File: src/hdl/exc_prio_pkg.sv
// Package: exception source indices, codes, opcode decode constants.
// Assumes a 16-bit instruction encoding supplied by the core decoder.
package exc_prio_pkg;
    // ------------------------------------------------------------
    // Sources, index 0 is highest priority
    // ------------------------------------------------------------
    localparam int NUM_SRC           = 13;
    localparam int SRC_POWER_ON      = 0;
    localparam int SRC_MANUAL        = 1;
    localparam int SRC_BRK_PRE       = 2;
    localparam int SRC_ADDR_FETCH    = 3;
    localparam int SRC_UNDEF         = 4;
    localparam int SRC_SLOT          = 5;
    localparam int SRC_TRAP          = 6;
    localparam int SRC_ADDR_DATA     = 7;
    localparam int SRC_BRK_POST      = 8;
    localparam int SRC_ADDR_DMA      = 9;
    localparam int SRC_NMI           = 10;
    localparam int SRC_EXT_IRQ       = 11;
    localparam int SRC_PERIPH        = 12;
    localparam int CODE_W            = 4;
    localparam logic [CODE_W-1:0] CODE_NONE = 4'hF;
    localparam logic [12:0] RESET_MASK = 13'h0003;
    localparam logic [12:0] SRC_RESET_VAL = 13'h0000;

    // ------------------------------------------------------------
    // Instruction classes reported by the decoder
    // ------------------------------------------------------------
    localparam int INSTR_CLASS_W = 4;
    typedef enum logic [INSTR_CLASS_W-1:0] {
        CLS_OTHER                       = 4'h0,
        CLS_JUMP_INSTR                  = 4'h1,
        CLS_JUMP_SUBROUTINE_INSTR       = 4'h2,
        CLS_BRANCH_ALWAYS_INSTR         = 4'h3,
        CLS_BRANCH_SUBROUTINE_INSTR     = 4'h4,
        CLS_RETURN_SUBROUTINE_INSTR     = 4'h5,
        CLS_RETURN_EXCEPTION_INSTR      = 4'h6,
        CLS_BRANCH_FALSE_DELAYED_INSTR  = 4'h7,
        CLS_BRANCH_TRUE_DELAYED_INSTR   = 4'h8,
        CLS_BRANCH_SUBROUTINE_FAR_INSTR = 4'h9,
        CLS_BRANCH_FAR_INSTR            = 4'hA,
        CLS_BRANCH_TRUE_INSTR           = 4'hB,
        CLS_BRANCH_FALSE_INSTR          = 4'hC,
        CLS_SOFTWARE_TRAP_INSTR         = 4'hD,
        CLS_LOAD_CTRL_REG_STATUS        = 4'hE,
        CLS_LOAD_CTRL_REG_STATUS_INC    = 4'hF
    } instr_class_t;
endpackage

File: src/hdl/pc_change_tracker.sv
// Slot tracker: remembers whether the previous issued instruction
// was a delayed branch or changed the program counter.
// Assumes one instruction class strobe per issue slot from the core.
`timescale 1ns/100ps
module pc_change_tracker
    import exc_prio_pkg::*;
(
    input  wire logic          mclk_i,
    input  wire logic          rst_n_i,
    input  wire logic          issue_i,
    input  wire instr_class_t  class_i,
    input  wire logic          flush_i,
    output logic               in_slot_o
);
    // ------------------------------------------------------------
    // Classification
    // ------------------------------------------------------------
    function automatic logic is_delayed(input instr_class_t c);
        case (c)
            CLS_JUMP_INSTR, CLS_JUMP_SUBROUTINE_INSTR, CLS_BRANCH_ALWAYS_INSTR,
            CLS_BRANCH_SUBROUTINE_INSTR, CLS_RETURN_SUBROUTINE_INSTR,
            CLS_RETURN_EXCEPTION_INSTR, CLS_BRANCH_FALSE_DELAYED_INSTR,
            CLS_BRANCH_TRUE_DELAYED_INSTR, CLS_BRANCH_SUBROUTINE_FAR_INSTR,
            CLS_BRANCH_FAR_INSTR: is_delayed = 1'b1;
            default:              is_delayed = 1'b0;
        endcase
    endfunction

    function automatic logic is_pc_change(input instr_class_t c);
        case (c)
            CLS_BRANCH_TRUE_INSTR, CLS_BRANCH_FALSE_INSTR, CLS_SOFTWARE_TRAP_INSTR,
            CLS_LOAD_CTRL_REG_STATUS,
            CLS_LOAD_CTRL_REG_STATUS_INC: is_pc_change = 1'b1;
            default:                      is_pc_change = is_delayed(c);
        endcase
    endfunction

    typedef struct packed {
        logic in_slot;
    } trk_state_t;

    trk_state_t s_q;
    trk_state_t s_d;

    always_comb begin
        s_d = s_q;
        // A fresh issue beats the flush, so a branch in the ack cycle keeps its slot
        if (issue_i) begin
            s_d.in_slot = is_pc_change(class_i);
        end else if (flush_i) begin
            s_d.in_slot = 1'b0;
        end
    end

    always_ff @(posedge mclk_i or negedge rst_n_i) begin
        if (!rst_n_i) begin
            s_q <= '0;
        end else begin
            s_q <= s_d;
        end
    end

    assign in_slot_o = s_q.in_slot;
endmodule

File: src/hdl/exception_priority_resolver.sv
// Exception priority resolver: latches requests, picks highest.
// Assumes the core acknowledges the presented winner with ack_i and
// that requesters hold or withdraw their level requests themselves.
//
// Contract
// - Four source groups feed the resolver
// - Simultaneous requests serviced one by one, priority
// - Power-on, manual reset, pre-break on top
// - Fetch error, undefined, slot, trap order
// - Data address error between trap, post-break
// - Post-break above controller address errors
// - Controller error, NMI, external, peripheral lowest
// - Undefined code in slot raises slot exception
// - PC-changing set, delayed branches included, for slot check
// - PC-changing set adds conditional, trap, load
`timescale 1ns/100ps
module exception_priority_resolver
    import exc_prio_pkg::*;
(
    input  wire logic               mclk_i,
    input  wire logic               rst_n_i,
    input  wire logic               por_req_i,
    input  wire logic               manual_rst_req_i,
    input  wire logic               brk_pre_req_i,
    input  wire logic               addr_err_fetch_i,
    input  wire logic               undef_code_i,
    input  wire logic               trap_req_i,
    input  wire logic               addr_err_data_i,
    input  wire logic               brk_post_req_i,
    input  wire logic               addr_err_dma_i,
    input  wire logic               nmi_req_i,
    input  wire logic               ext_irq_req_i,
    input  wire logic               periph_irq_req_i,
    input  wire logic               withdraw_ext_i,
    input  wire logic               withdraw_periph_i,
    input  wire logic               issue_i,
    input  wire instr_class_t       class_i,
    input  wire logic               ack_i,
    output logic                    exc_valid_o,
    output logic [CODE_W-1:0]       exc_code_o,
    output logic [NUM_SRC-1:0]      pending_o
);
    // ------------------------------------------------------------
    // Helpers
    // ------------------------------------------------------------
    function automatic logic [CODE_W-1:0] pick(input logic [NUM_SRC-1:0] p);
        pick = CODE_NONE;
        for (int i = NUM_SRC - 1; i >= 0; i--) begin
            if (p[i]) begin
                pick = CODE_W'(i);
            end
        end
    endfunction

    typedef struct packed {
        logic [NUM_SRC-1:0] pend;
        logic               valid;
        logic [CODE_W-1:0]  code;
    } res_state_t;

    res_state_t s_q;
    res_state_t s_d;
    logic       in_slot;
    logic [NUM_SRC-1:0] raw;
    logic [NUM_SRC-1:0] merged;
    logic               flush;

    // ------------------------------------------------------------
    // Elaboration checks
    // ------------------------------------------------------------
    // Idle code must sit above every source index, or idle aliases one
    if (CODE_NONE < NUM_SRC) begin : g_idle_code_chk
        $error("idle code collides with a source index");
    end
    // Reset mask is applied bit for bit against the pending vector
    if ($bits(RESET_MASK) != NUM_SRC) begin : g_mask_width_chk
        $error("reset mask width differs from source count");
    end
    // Both resets must own the top two indices so they always win
    if (SRC_POWER_ON != 0 || SRC_MANUAL != 1) begin : g_reset_idx_chk
        $error("reset sources must hold the top two indices");
    end

    // ------------------------------------------------------------
    // Slot tracking
    // ------------------------------------------------------------
    assign flush = ack_i & s_q.valid;

    pc_change_tracker u_trk (
        .mclk_i    (mclk_i),
        .rst_n_i   (rst_n_i),
        .issue_i   (issue_i),
        .class_i   (class_i),
        .flush_i   (flush),
        .in_slot_o (in_slot)
    );

    // ------------------------------------------------------------
    // Request collection and selection
    // ------------------------------------------------------------
    always_comb begin
        raw = '0;
        raw[SRC_POWER_ON]   = por_req_i;
        raw[SRC_MANUAL]     = manual_rst_req_i;
        raw[SRC_BRK_PRE]    = brk_pre_req_i;
        raw[SRC_ADDR_FETCH] = addr_err_fetch_i;
        // Undefined code after a branch is the slot case, not general
        raw[SRC_UNDEF]      = undef_code_i & ~in_slot;
        raw[SRC_SLOT]       = undef_code_i & in_slot;
        raw[SRC_TRAP]       = trap_req_i;
        raw[SRC_ADDR_DATA]  = addr_err_data_i;
        raw[SRC_BRK_POST]   = brk_post_req_i;
        raw[SRC_ADDR_DMA]   = addr_err_dma_i;
        raw[SRC_NMI]        = nmi_req_i;
        raw[SRC_EXT_IRQ]    = ext_irq_req_i;
        raw[SRC_PERIPH]     = periph_irq_req_i;

        s_d    = s_q;
        merged = s_q.pend;
        // Clear of the serviced bit first, so a fresh event still sets it
        if (flush) begin
            merged[s_q.code] = 1'b0;
        end
        if (withdraw_ext_i) begin
            merged[SRC_EXT_IRQ] = 1'b0;
        end
        if (withdraw_periph_i) begin
            merged[SRC_PERIPH] = 1'b0;
        end
        merged = merged | raw;
        if ((merged & RESET_MASK) != '0) begin
            merged = merged & RESET_MASK;
        end
        s_d.pend  = merged;
        s_d.valid = (merged != '0);
        s_d.code  = pick(merged);
    end

    always_ff @(posedge mclk_i or negedge rst_n_i) begin
        if (!rst_n_i) begin
            s_q.pend  <= SRC_RESET_VAL;
            s_q.valid <= 1'b0;
            s_q.code  <= CODE_NONE;
        end else begin
            s_q <= s_d;
        end
    end

    assign exc_valid_o = s_q.valid;
    assign exc_code_o  = s_q.code;
    assign pending_o   = s_q.pend;
endmodule

File: config.mk
export PLATFORM = sky130hd
export DESIGN_NAME = exception_priority_resolver
export DESIGN_NICKNAME = d
export VERILOG_FILES = /design/src/hdl/exc_prio_pkg.sv /design/src/hdl/pc_change_tracker.sv /design/src/hdl/exception_priority_resolver.sv
export SDC_FILE = /design/constraint.sdc
export NUM_CORES = 1
export LEC_CHECK = 0
export ABC_AREA = 0
export BUFFER_PORTS_ARGS = -buffer_cell sky130_fd_sc_hd__buf_2
export CAP_MARGIN = 0
export CELL_PAD_IN_SITES_DETAIL_PLACEMENT = 1
export CELL_PAD_IN_SITES_GLOBAL_PLACEMENT = 1
export CORE_ASPECT_RATIO = 1.5
export CORE_UTILIZATION = 35
export DETAILED_ROUTE_END_ITERATION = 10
export GPL_TIMING_DRIVEN = 0
export PLACE_DENSITY_LB_ADDON = 0.1
export SLEW_MARGIN = 20
export SYNTH_ARGS = -nofsm -noshare
export SYNTH_HDL_FRONTEND = slang
export SYNTH_SLANG_ARGS = --single-unit
File: constraint.sdc
create_clock -name mclk_i -period 5.6 [get_ports mclk_i]
set_input_delay 0 -clock mclk_i [delete_from_list [all_inputs] [get_ports mclk_i]]
set_output_delay 0 -clock mclk_i [all_outputs]
set_load 0.03 [all_outputs]
==> flow_summary.toml, run 1 <==
[yosys]
yosys.cell_types.count = 38
yosysWarningCount = 0
synth_area_leaders = "dfrtp_1 (39%), dfstp_2 (11%), nor2_1 (5.4%), nor2b_1 (5.1%), a31oi_1 (3.2%)"
async_reset_ff_share_pct = 100
synth_ff_type = "dfrtp_1"
syn_inst = 101
netlist.area_leader.share_pct = 38.5
syn_area_per_cell_sq_um = 9.65
syn_area_sq_um = 975
syn_nets = 123
seq_area_frac_synth_pct = 49.3
yosysTopAreaCell = "dfrtp_1"
synth-seq-cells = 19
synth-edff-count = 0

[clocking]
clk_latency_ns = 0.26
cts.reportedPaths.clkPinSlew_ns = 0.07
htree_levels = 1
cts_max_path_buffers = 2
root_buffer = "clkbuf_8"
post_cts_buffers = 0
cts.sinks = 19
cts_made_buffers = 3
cts_tree = "yes"

[floorplan]
rows = 23
dieWidth_microns = 45.1
die-area_sq_um = 3000
die_y_microns = 66.6
ios = 40
start_util_pct = 36.8
core_sq_um = 2650

[grt]
grt_pass1_vias = 985
grt_pass1_wl_microns = 4710
antenna_found_initial = 0
grt_max_degree = 20
gr-usage-all-layers_pct = 22.4
grt.overflow.total = 0

[finish]
fin_nets = 171
diodes = 0
final.fill_count = 338
multi_input_area_sq_um = 469
register_area_sq_um = 480
stdcell_count = 185
utilization_pct = 49.1
drive_gt1_share_pct = 35.1
syn_to_final_growth_pct = 33.5

[worst_setup_path]
critPathArrivalTime_ns = 2.51
worst_setup_path_start_kind = "flip-flop"
cp_slowest_cell = "dfstp_2"
max_stage_delay_ns = 0.54
crit_chain = "buf_2, nor2b_1, a21boi_0, nor3_1, nand2_1, or4_1"
critical_path_peak_fanout = 10
crit_type = "reg -> reg"
cp_data_required_time_ns = 5.74
end_kind = "flip-flop"
path_buf_inv = 1
path_delay_family = "simple AND/OR/NAND/NOR gates"

[place]
io_buffers = 39
gp_congestion = 0.870
dp_cells = 177
hpwl_microns = 2130
post-place-ws_ns = 3.21

[sta]
min_period_over_period_pct = 42.4
period_needed_ns = 2.38
final-max-slew-violation-count = 0
setup_ws_ns = 3.22
hold_slack_ns = 0.0285
worstMarginPinSlew_ns = 0.541
finClkSkew_ns = 0.00108
fmax_ghz = 0.421
hold_violations = 0
setup_tns_ns = 0
setup_violations = 0
grt_setup_unrepaired = "no"
slew_headroom_pct = 63.7

[route]
drtAntennaViolNets = 0
route.vias.total = 964
avgViaCountPerCell = 5.21
routed_wl_microns = 2850
route.detailed.drc = 0
drt-initial-drc-count = 23
dr.pass1.iters = 4
wl_per_cell_microns = 15.4

[run]
drv_cap = 0

[power]
p_leak_nw = 0.633
max-vdd-ir-drop_mv = 0.147
power_density_nw_per_um2 = 228

[hold_path]
hold_class = "in -> reg"

[outcome]
status = "finished, final reports clean"
-- what timing repair did --
action | 4_1_cts | 5_1_grt
hold buffers | 4 | 0
endpoints found under the hold margin | 17 | 0
setup endpoints to repair | 0 | 0
gates resized for setup | 0 | 0
-- cell usage after synthesis (all sizes together) (2+ instances only) --
master	number
nor3b	2
o22a	2
o21ai	2
or3b	2
a21boi	2
o22ai	2
buf	2
a31oi	5
a21oi	6
nand2	5
nor2	14
or3	2
nor3	2
dfrtp	15
nand2b	4
nor2b	8
nand3	2
inv	3
dfstp	4
-- area by class of cell --
cell class | instances | share of cell area (%)
flip-flops and latches | 19 | 36.9
multi-input cells | 76 | 36.1
repair buffers | 43 | 18.1
well taps | 37 | 3.56
clock buffers | 4 | 3.46
plain buffers | 3 | 1.06
inverters | 3 | 0.865
-- worst register-to-register path, stage by stage, from the launching register on --
cell	delay, ns
dfstp_2	0.54
buf_2	0.22
nor2b_1	0.26
a21boi_0	0.16
nor3_1	0.45
nand2_1	0.13
or4_1	0.49
-- sequential cells by signal, summed over array words and instances, names as in the netlist --
register and flops:
pending_o 13, u_trk.in_slot_o 1, exc_valid_o 1, exc_code_o 4
-- power by group --
part	switching (mW)	leakage, nW	internal, mW
clock network	0.0480	0.0228	0.0508
logic	0.0312	0.376	0.0207
registers	0.00298	0.234	0.143
-- cells in the final DEF (no fill, tap or decap), drive strengths merged --
cell type,instances
a211o,1
a21boi,2
a21o,1
a21oi,6
a2bb2oi,1
a31oi,5
and2,1
and3b,1
and4b,1
and4bb,1
buf,41
clkbuf,5
dfrtp,15
dfstp,4
dlygate4sd3,4
inv,3
nand2,5
nand2b,4
nand3,2
nand4,1
nand4b,1
nor2,14
nor2b,8
nor3,2
nor3b,2
o21a,1
o21ai,2
o22a,2
o22ai,2
o2bb2ai,1
o311ai,1
o31ai,1
o41ai,1
or2,1
or3,2
or3b,2
or4,1
-- metal layers --
metal	vias to the layer above	global-route usage, %	wire [microns]
met1	471	25.6	1160
li1	461	-	-
met5	-	0	0
met4	0	12.1	62
met3	5	2.44	96
met2	27	39.1	1540
-- metrics by stage --
step                instance area (sq um)  power (mW)
floorplan                             975       0.176
global placement                     1220       0.196
detailed placement                   1220       0.198
CTS                                  1300       0.298
global route                         1300       0.309
finish                               1300       0.296
-- path summary, 6_finish.rpt --
check / from / to / slack [ns] / cells past startpoint
max reg2reg: exc_code_o[2]$_DFF_PN1_ / exc_valid_o$_DFF_PN0_ / 3.22 / 6
max in group asynchronous: rst_n_i / exc_code_o[3]$_DFF_PN1_ / 5.06 / 2
max: exc_code_o[2]$_DFF_PN1_ / exc_valid_o$_DFF_PN0_ / 3.22 / 6
min: manual_rst_req_i / pending_o[1]$_DFF_PN0_ / 0.03 / 2
min reg2reg: pending_o[0]$_DFF_PN0_ / pending_o[0]$_DFF_PN0_ / 0.52 / 2
min in group asynchronous: rst_n_i / pending_o[3]$_DFF_PN0_ / 0.21 / 2
-- cell families (layout without fill, tap and decap cells) --
kind of cell           after synthesis  in the layout  share of synthesized area (%)
AO/OA/AOI/OAI                       27             27                           18.9
AND/OR/NAND/NOR                     49             49                           29.3
flip-flops                          19             19                           49.3
buffers and inverters                6             53                           2.57
Note: power is estimated with default switching activity, not from simulation.
==> run 2, diff against run 1 <==
Settings changed: CORE_UTILIZATION 35 to 34.
Clock period 5.6 ns to 2.4 ns, I/O delays scaled along.
==> run 2 against run 1 <==
Via count grew 0.10%. Clock-buffer cell count is the same. Register-to-register slack worse by 3.1 ns. Clock skew is 0.00096 ns higher. Critical path type unchanged. Critical endpoint unchanged.
==> flow_summary.toml, run 2 (synthesis gave the netlist of run 1 again) <==
[sta]
worstMarginPinSlew_ns = 0.511
fmax_ghz = 0.430
hold_violations = 0
setup_ws_ns = 0.0770
min_period_over_period_pct = 96.8
slew_headroom_pct = 65.9
setup_violations = 0
setup_tns_ns = 0
period_needed_ns = 2.32
final-max-slew-violation-count = 0
finClkSkew_ns = 0.00204
grt_setup_unrepaired = "no"

[clocking]
cts_tree = "yes"
cts.reportedPaths.clkPinSlew_ns = 0.07
cts_max_path_buffers = 2
clk_latency_ns = 0.25
htree_levels = 1
cts_made_buffers = 3
cts.sinks = 19
root_buffer = "clkbuf_8"

[floorplan]
die_y_microns = 67.6
rows = 23
die-area_sq_um = 3090
dieWidth_microns = 45.7
ios = 40
start_util_pct = 36.0
core_sq_um = 2710

[route]
route.vias.total = 965
route.detailed.drc = 0
routed_wl_microns = 2910
drtAntennaViolNets = 0
drt-initial-drc-count = 13
avgViaCountPerCell = 5.22
dr.pass1.iters = 4
wl_per_cell_microns = 15.7

[worst_setup_path]
critical_path_peak_fanout = 5
end_kind = "flip-flop"
r2r_slack_ns = 0.08
crit_type = "reg -> reg"
cp_data_required_time_ns = 2.52
critPathArrivalTime_ns = 2.44
worst_setup_path_start_kind = "flip-flop"

[finish]
fin_nets = 171
final_common_cell = "buf_2"
largest_reg_flops = 13
mostFrequentLayoutCells = "buf_2 (41), dfrtp_1 (15), nor2_1 (14)"
syn_to_final_growth_pct = 35.2
drive_gt1_share_pct = 37.2
final.fill_count = 354
diodes = 0

[grt]
antenna_found_initial = 0
grt_pass1_vias = 947
grt_max_degree = 20
grt_pass1_wl_microns = 4460
grt.overflow.total = 0
gr-usage-all-layers_pct = 20.6

[place]
gp_congestion = 0.802
io_buffers = 39
post-place-ws_ns = 0.0625
hpwl_microns = 2170

[hold_path]
hold_class = "in -> reg"

[power]
power_density_nw_per_um2 = 520
finalPower_mw = 0.686
p_leak_nw = 0.637
max-vdd-ir-drop_mv = 0.353

[run]
drv_cap = 0

[outcome]
status = "finished, final reports clean"
==> run 2: changes by cell type in the layout (fill, tap and decap cells not counted) <==
cell | before | now
o22ai_1 | 2 | 1
o31ai_1 | 1 | 0
o31ai_2 | 0 | 1
nor3_1 | 2 | 1
o22ai_2 | 0 | 1
nor3_2 | 0 | 1
==> run 2: metrics by stage <==
step	hold WS [ns]	area (sq um)	instances	util, %
after floorplan	-0.296	975	101	-
after global placement	-0.0368	1220	177	45.0
after detailed placement	-0.0284	1220	177	45.0
after CTS	0.0440	1300	185	48.1
after global routing	0.0643	1320	185	48.7
final	0.0492	1320	185	48.7
==> run 2: critical path, cell delays in order (launching register included) <==
cell      delay, ns
dfstp_2        0.56
nand4b_1       0.26
o22a_2         0.33
a211o_1        0.35
nand2b_4       0.17
or4_1          0.52
==> run 2: timing repair <==
action | in CTS | in global routing
hold buffers | 4 | 0
gates resized for setup | 0 | 3
endpoints found under the setup margin | 0 | 1
endpoints found under the hold margin | 17 | 0
setup buffers | 0 | 0
==> run 2: per-layer routing <==
| layer | part of all wire [%] | global-route usage (%) | routed length, microns | up-vias |
|---|---|---|---|---|
| met2 | 55 | 39.5 | 1590 | 25 |
| li1 | - | - | - | 458 |
| met3 | 3.1 | 2.41 | 90 | 2 |
| met5 | 0 | 0 | 0 | - |
| met4 | 0.76 | 5.51 | 22 | 0 |
| met1 | 41 | 22.9 | 1200 | 480 |
==> run 2: cell type report <==
cell class	count	area (sq um)	area share, %
multi-input cells	76	485	36.8
flip-flops and latches	19	480	36.5
repair buffers	43	235	17.9
well taps	37	46.3	3.51
clock buffers	4	45.0	3.42
plain buffers	3	13.8	1.04
inverters	3	11.3	0.855
==> run 2: power by group <==
part           total [mW]  internal [mW]  switching (mW)
logic               0.124         0.0494          0.0749
clock network       0.222          0.118           0.104
registers           0.340          0.332         0.00742
==> run 2: worst paths after layout <==
path,start,endpoint,depth (start not counted)
max in group asynchronous,rst_n_i,exc_code_o[2]$_DFF_PN1_,2
setup / recovery,exc_code_o[0]$_DFF_PN1_,exc_valid_o$_DFF_PN0_,5
hold reg to reg,pending_o[0]$_DFF_PN0_,pending_o[0]$_DFF_PN0_,2
min in group asynchronous,rst_n_i,pending_o[2]$_DFF_PN0_,2
setup reg to reg,exc_code_o[0]$_DFF_PN1_,exc_valid_o$_DFF_PN0_,5
hold / removal,manual_rst_req_i,pending_o[1]$_DFF_PN0_,2
==> run 3, diff against run 2 <==
Settings changed: CAP_MARGIN 0 to 20, CORE_ASPECT_RATIO 1.5 to 0.75.
==> run 3 against run 2 <==
Register-to-register slack improved by 0.04 ns. Maximum frequency increased by 1.8%. Critical path depth unchanged. Clock power about the same. Combinational power about the same.
==> flow_summary.toml, run 3 (synthesis gave the netlist of run 1 again) <==
[power]
power_density_nw_per_um2 = 517
finalPower_mw = 0.685
max-vdd-ir-drop_mv = 0.316
p_leak_nw = 0.640

[outcome]
status = "finished, final reports clean"

[floorplan]
start_util_pct = 36.6
die_y_microns = 48.4
rows = 16
dieWidth_microns = 63.8
core_sq_um = 2660
die-area_sq_um = 3090
ios = 40

[clocking]
htree_levels = 1
cts.sinks = 19
clk_latency_ns = 0.25
root_buffer = "clkbuf_8"
cts_max_path_buffers = 2
cts_tree = "yes"
cts.reportedPaths.clkPinSlew_ns = 0.07
cts_made_buffers = 3
post_cts_buffers = 0

[grt]
antenna_found_initial = 0
grt.overflow.total = 0
gr-usage-all-layers_pct = 20.1
grt_pass1_wl_microns = 4660
grt_max_degree = 20
grt_pass1_vias = 972

[hold_path]
hold_depth = 2
min_from = "manual_rst_req_i"
hold_class = "in -> reg"
whs_endpoint = "pending_o[1]$_DFF_PN0_"

[worst_setup_path]
max_stage_delay_ns = 0.56
rr_worst_depth = 5
path_delay_family = "simple AND/OR/NAND/NOR gates"
crit_type = "reg -> reg"
end_kind = "flip-flop"
worstReg2RegEnd = "exc_valid_o$_DFF_PN0_"
crit_chain = "nand4b_1, o22a_2, a211o_1, nand2b_4, or4_1"
cp_slowest_cell = "dfstp_2"
r2r_slack_ns = 0.12
critPathArrivalTime_ns = 2.41
critical_path_peak_fanout = 5
path_buf_inv = 0
cp_data_required_time_ns = 2.52
r2r-start = "exc_code_o[0]$_DFF_PN1_"
worst_setup_path_start_kind = "flip-flop"
crit_start = "exc_code_o[0]$_DFF_PN1_"

[place]
gp_congestion = 0.763
hpwl_microns = 2160
io_buffers = 39

[sta]
grt_setup_unrepaired = "no"
slew_headroom_pct = 65.3
period_needed_ns = 2.28
hold_violations = 0
hold_slack_ns = 0.0475
worstMarginPinSlew_ns = 0.520
min_period_over_period_pct = 95.1
final-max-slew-violation-count = 0
fmax_ghz = 0.438
setup_tns_ns = 0
setup_violations = 0
finClkSkew_ns = 0.00459

[route]
route.vias.total = 978
route.detailed.drc = 0
drtAntennaViolNets = 0
drt-initial-drc-count = 30
wl_per_cell_microns = 15.5
routed_wl_microns = 2860
dr.pass1.iters = 4
avgViaCountPerCell = 5.32

[finish]
syn_to_final_growth_pct = 36.1
mostFrequentLayoutCells = "buf_2 (41), dfrtp_1 (15), nor2_1 (14)"
multi_input_area_sq_um = 494
diodes = 0
fin_nets = 171
largest_reg_flops = 13
drive_gt1_share_pct = 37.8
final_common_cell = "buf_2"
register_area_sq_um = 480
final.fill_count = 326

[run]
drv_cap = 0
run 3: cell types whose count changed in the layout (fill, tap and decap cells not counted), sizes merged:
cell and delta:
clkbuf -1, clkinv +1
run 3: area by class of cell:
| cell class | instances | area share, % |
|---|---|---|
| multi-input combinational | 76 | 37.3 |
| sequential | 19 | 36.2 |
| timing repair buffer | 43 | 17.7 |
| tap | 36 | 3.40 |
| clock buffer | 3 | 3.11 |
| buffer | 3 | 1.04 |
| inverter | 3 | 0.849 |
| clock inverter | 1 | 0.377 |
run 3: through the flow:
stage / cells / instance area [sq um] / util [%] / worst slack (ns)
6_report: 184 / 1330 / 49.8 / 0.117
5_1_grt: 184 / 1330 / 49.8 / 0.0121
4_1_cts: 184 / 1310 / 49.1 / 0.0504
3_5_place_dp: 176 / 1210 / 45.6 / -0.00715
3_3_place_gp: 176 / 1210 / 45.6 / 0.0849
2_1_floorplan: 101 / 975 / - / 0.218
run 3: worst max path at each step:
stage	cells past startpoint	slack [ns]	end
floorplan	6	0.22	exc_valid_o$_DFF_PN0_
global placement	6	0.08	exc_valid_o$_DFF_PN0_
detailed placement	6	-0.007	exc_valid_o$_DFF_PN0_
CTS	6	0.05	exc_valid_o$_DFF_PN0_
global route	5	0.01	exc_valid_o$_DFF_PN0_
finish	5	0.12	exc_valid_o$_DFF_PN0_
run 3: worst reg2reg max path, stage by stage (launching register included):
cell and delay, ns:
dfstp_2 0.56, nand4b_1 0.22, o22a_2 0.32, a211o_1 0.35
nand2b_4 0.17, or4_1 0.53
run 3: layer usage:
layer | vias up | routed length (microns) | track usage (%)
li1 | 459 | - | -
met1 | 488 | 1300 | 24.7
met2 | 27 | 1400 | 35.6
met3 | 4 | 132 | 5.19
met4 | 0 | 17 | 3.41
met5 | - | 0 | 0
run 3: power breakdown:
group | internal [mW] | switching [mW]
clock network | 0.115 | 0.104
registers | 0.332 | 0.00736
logic | 0.0500 | 0.0760
run 3: timing repair:
| item | in CTS | in global routing |
|---|---|---|
| setup endpoints to repair | 1 | 1 |
| endpoints found under the hold margin | 17 | 0 |
| gates resized for setup | 1 | 3 |
| hold buffers | 4 | 0 |
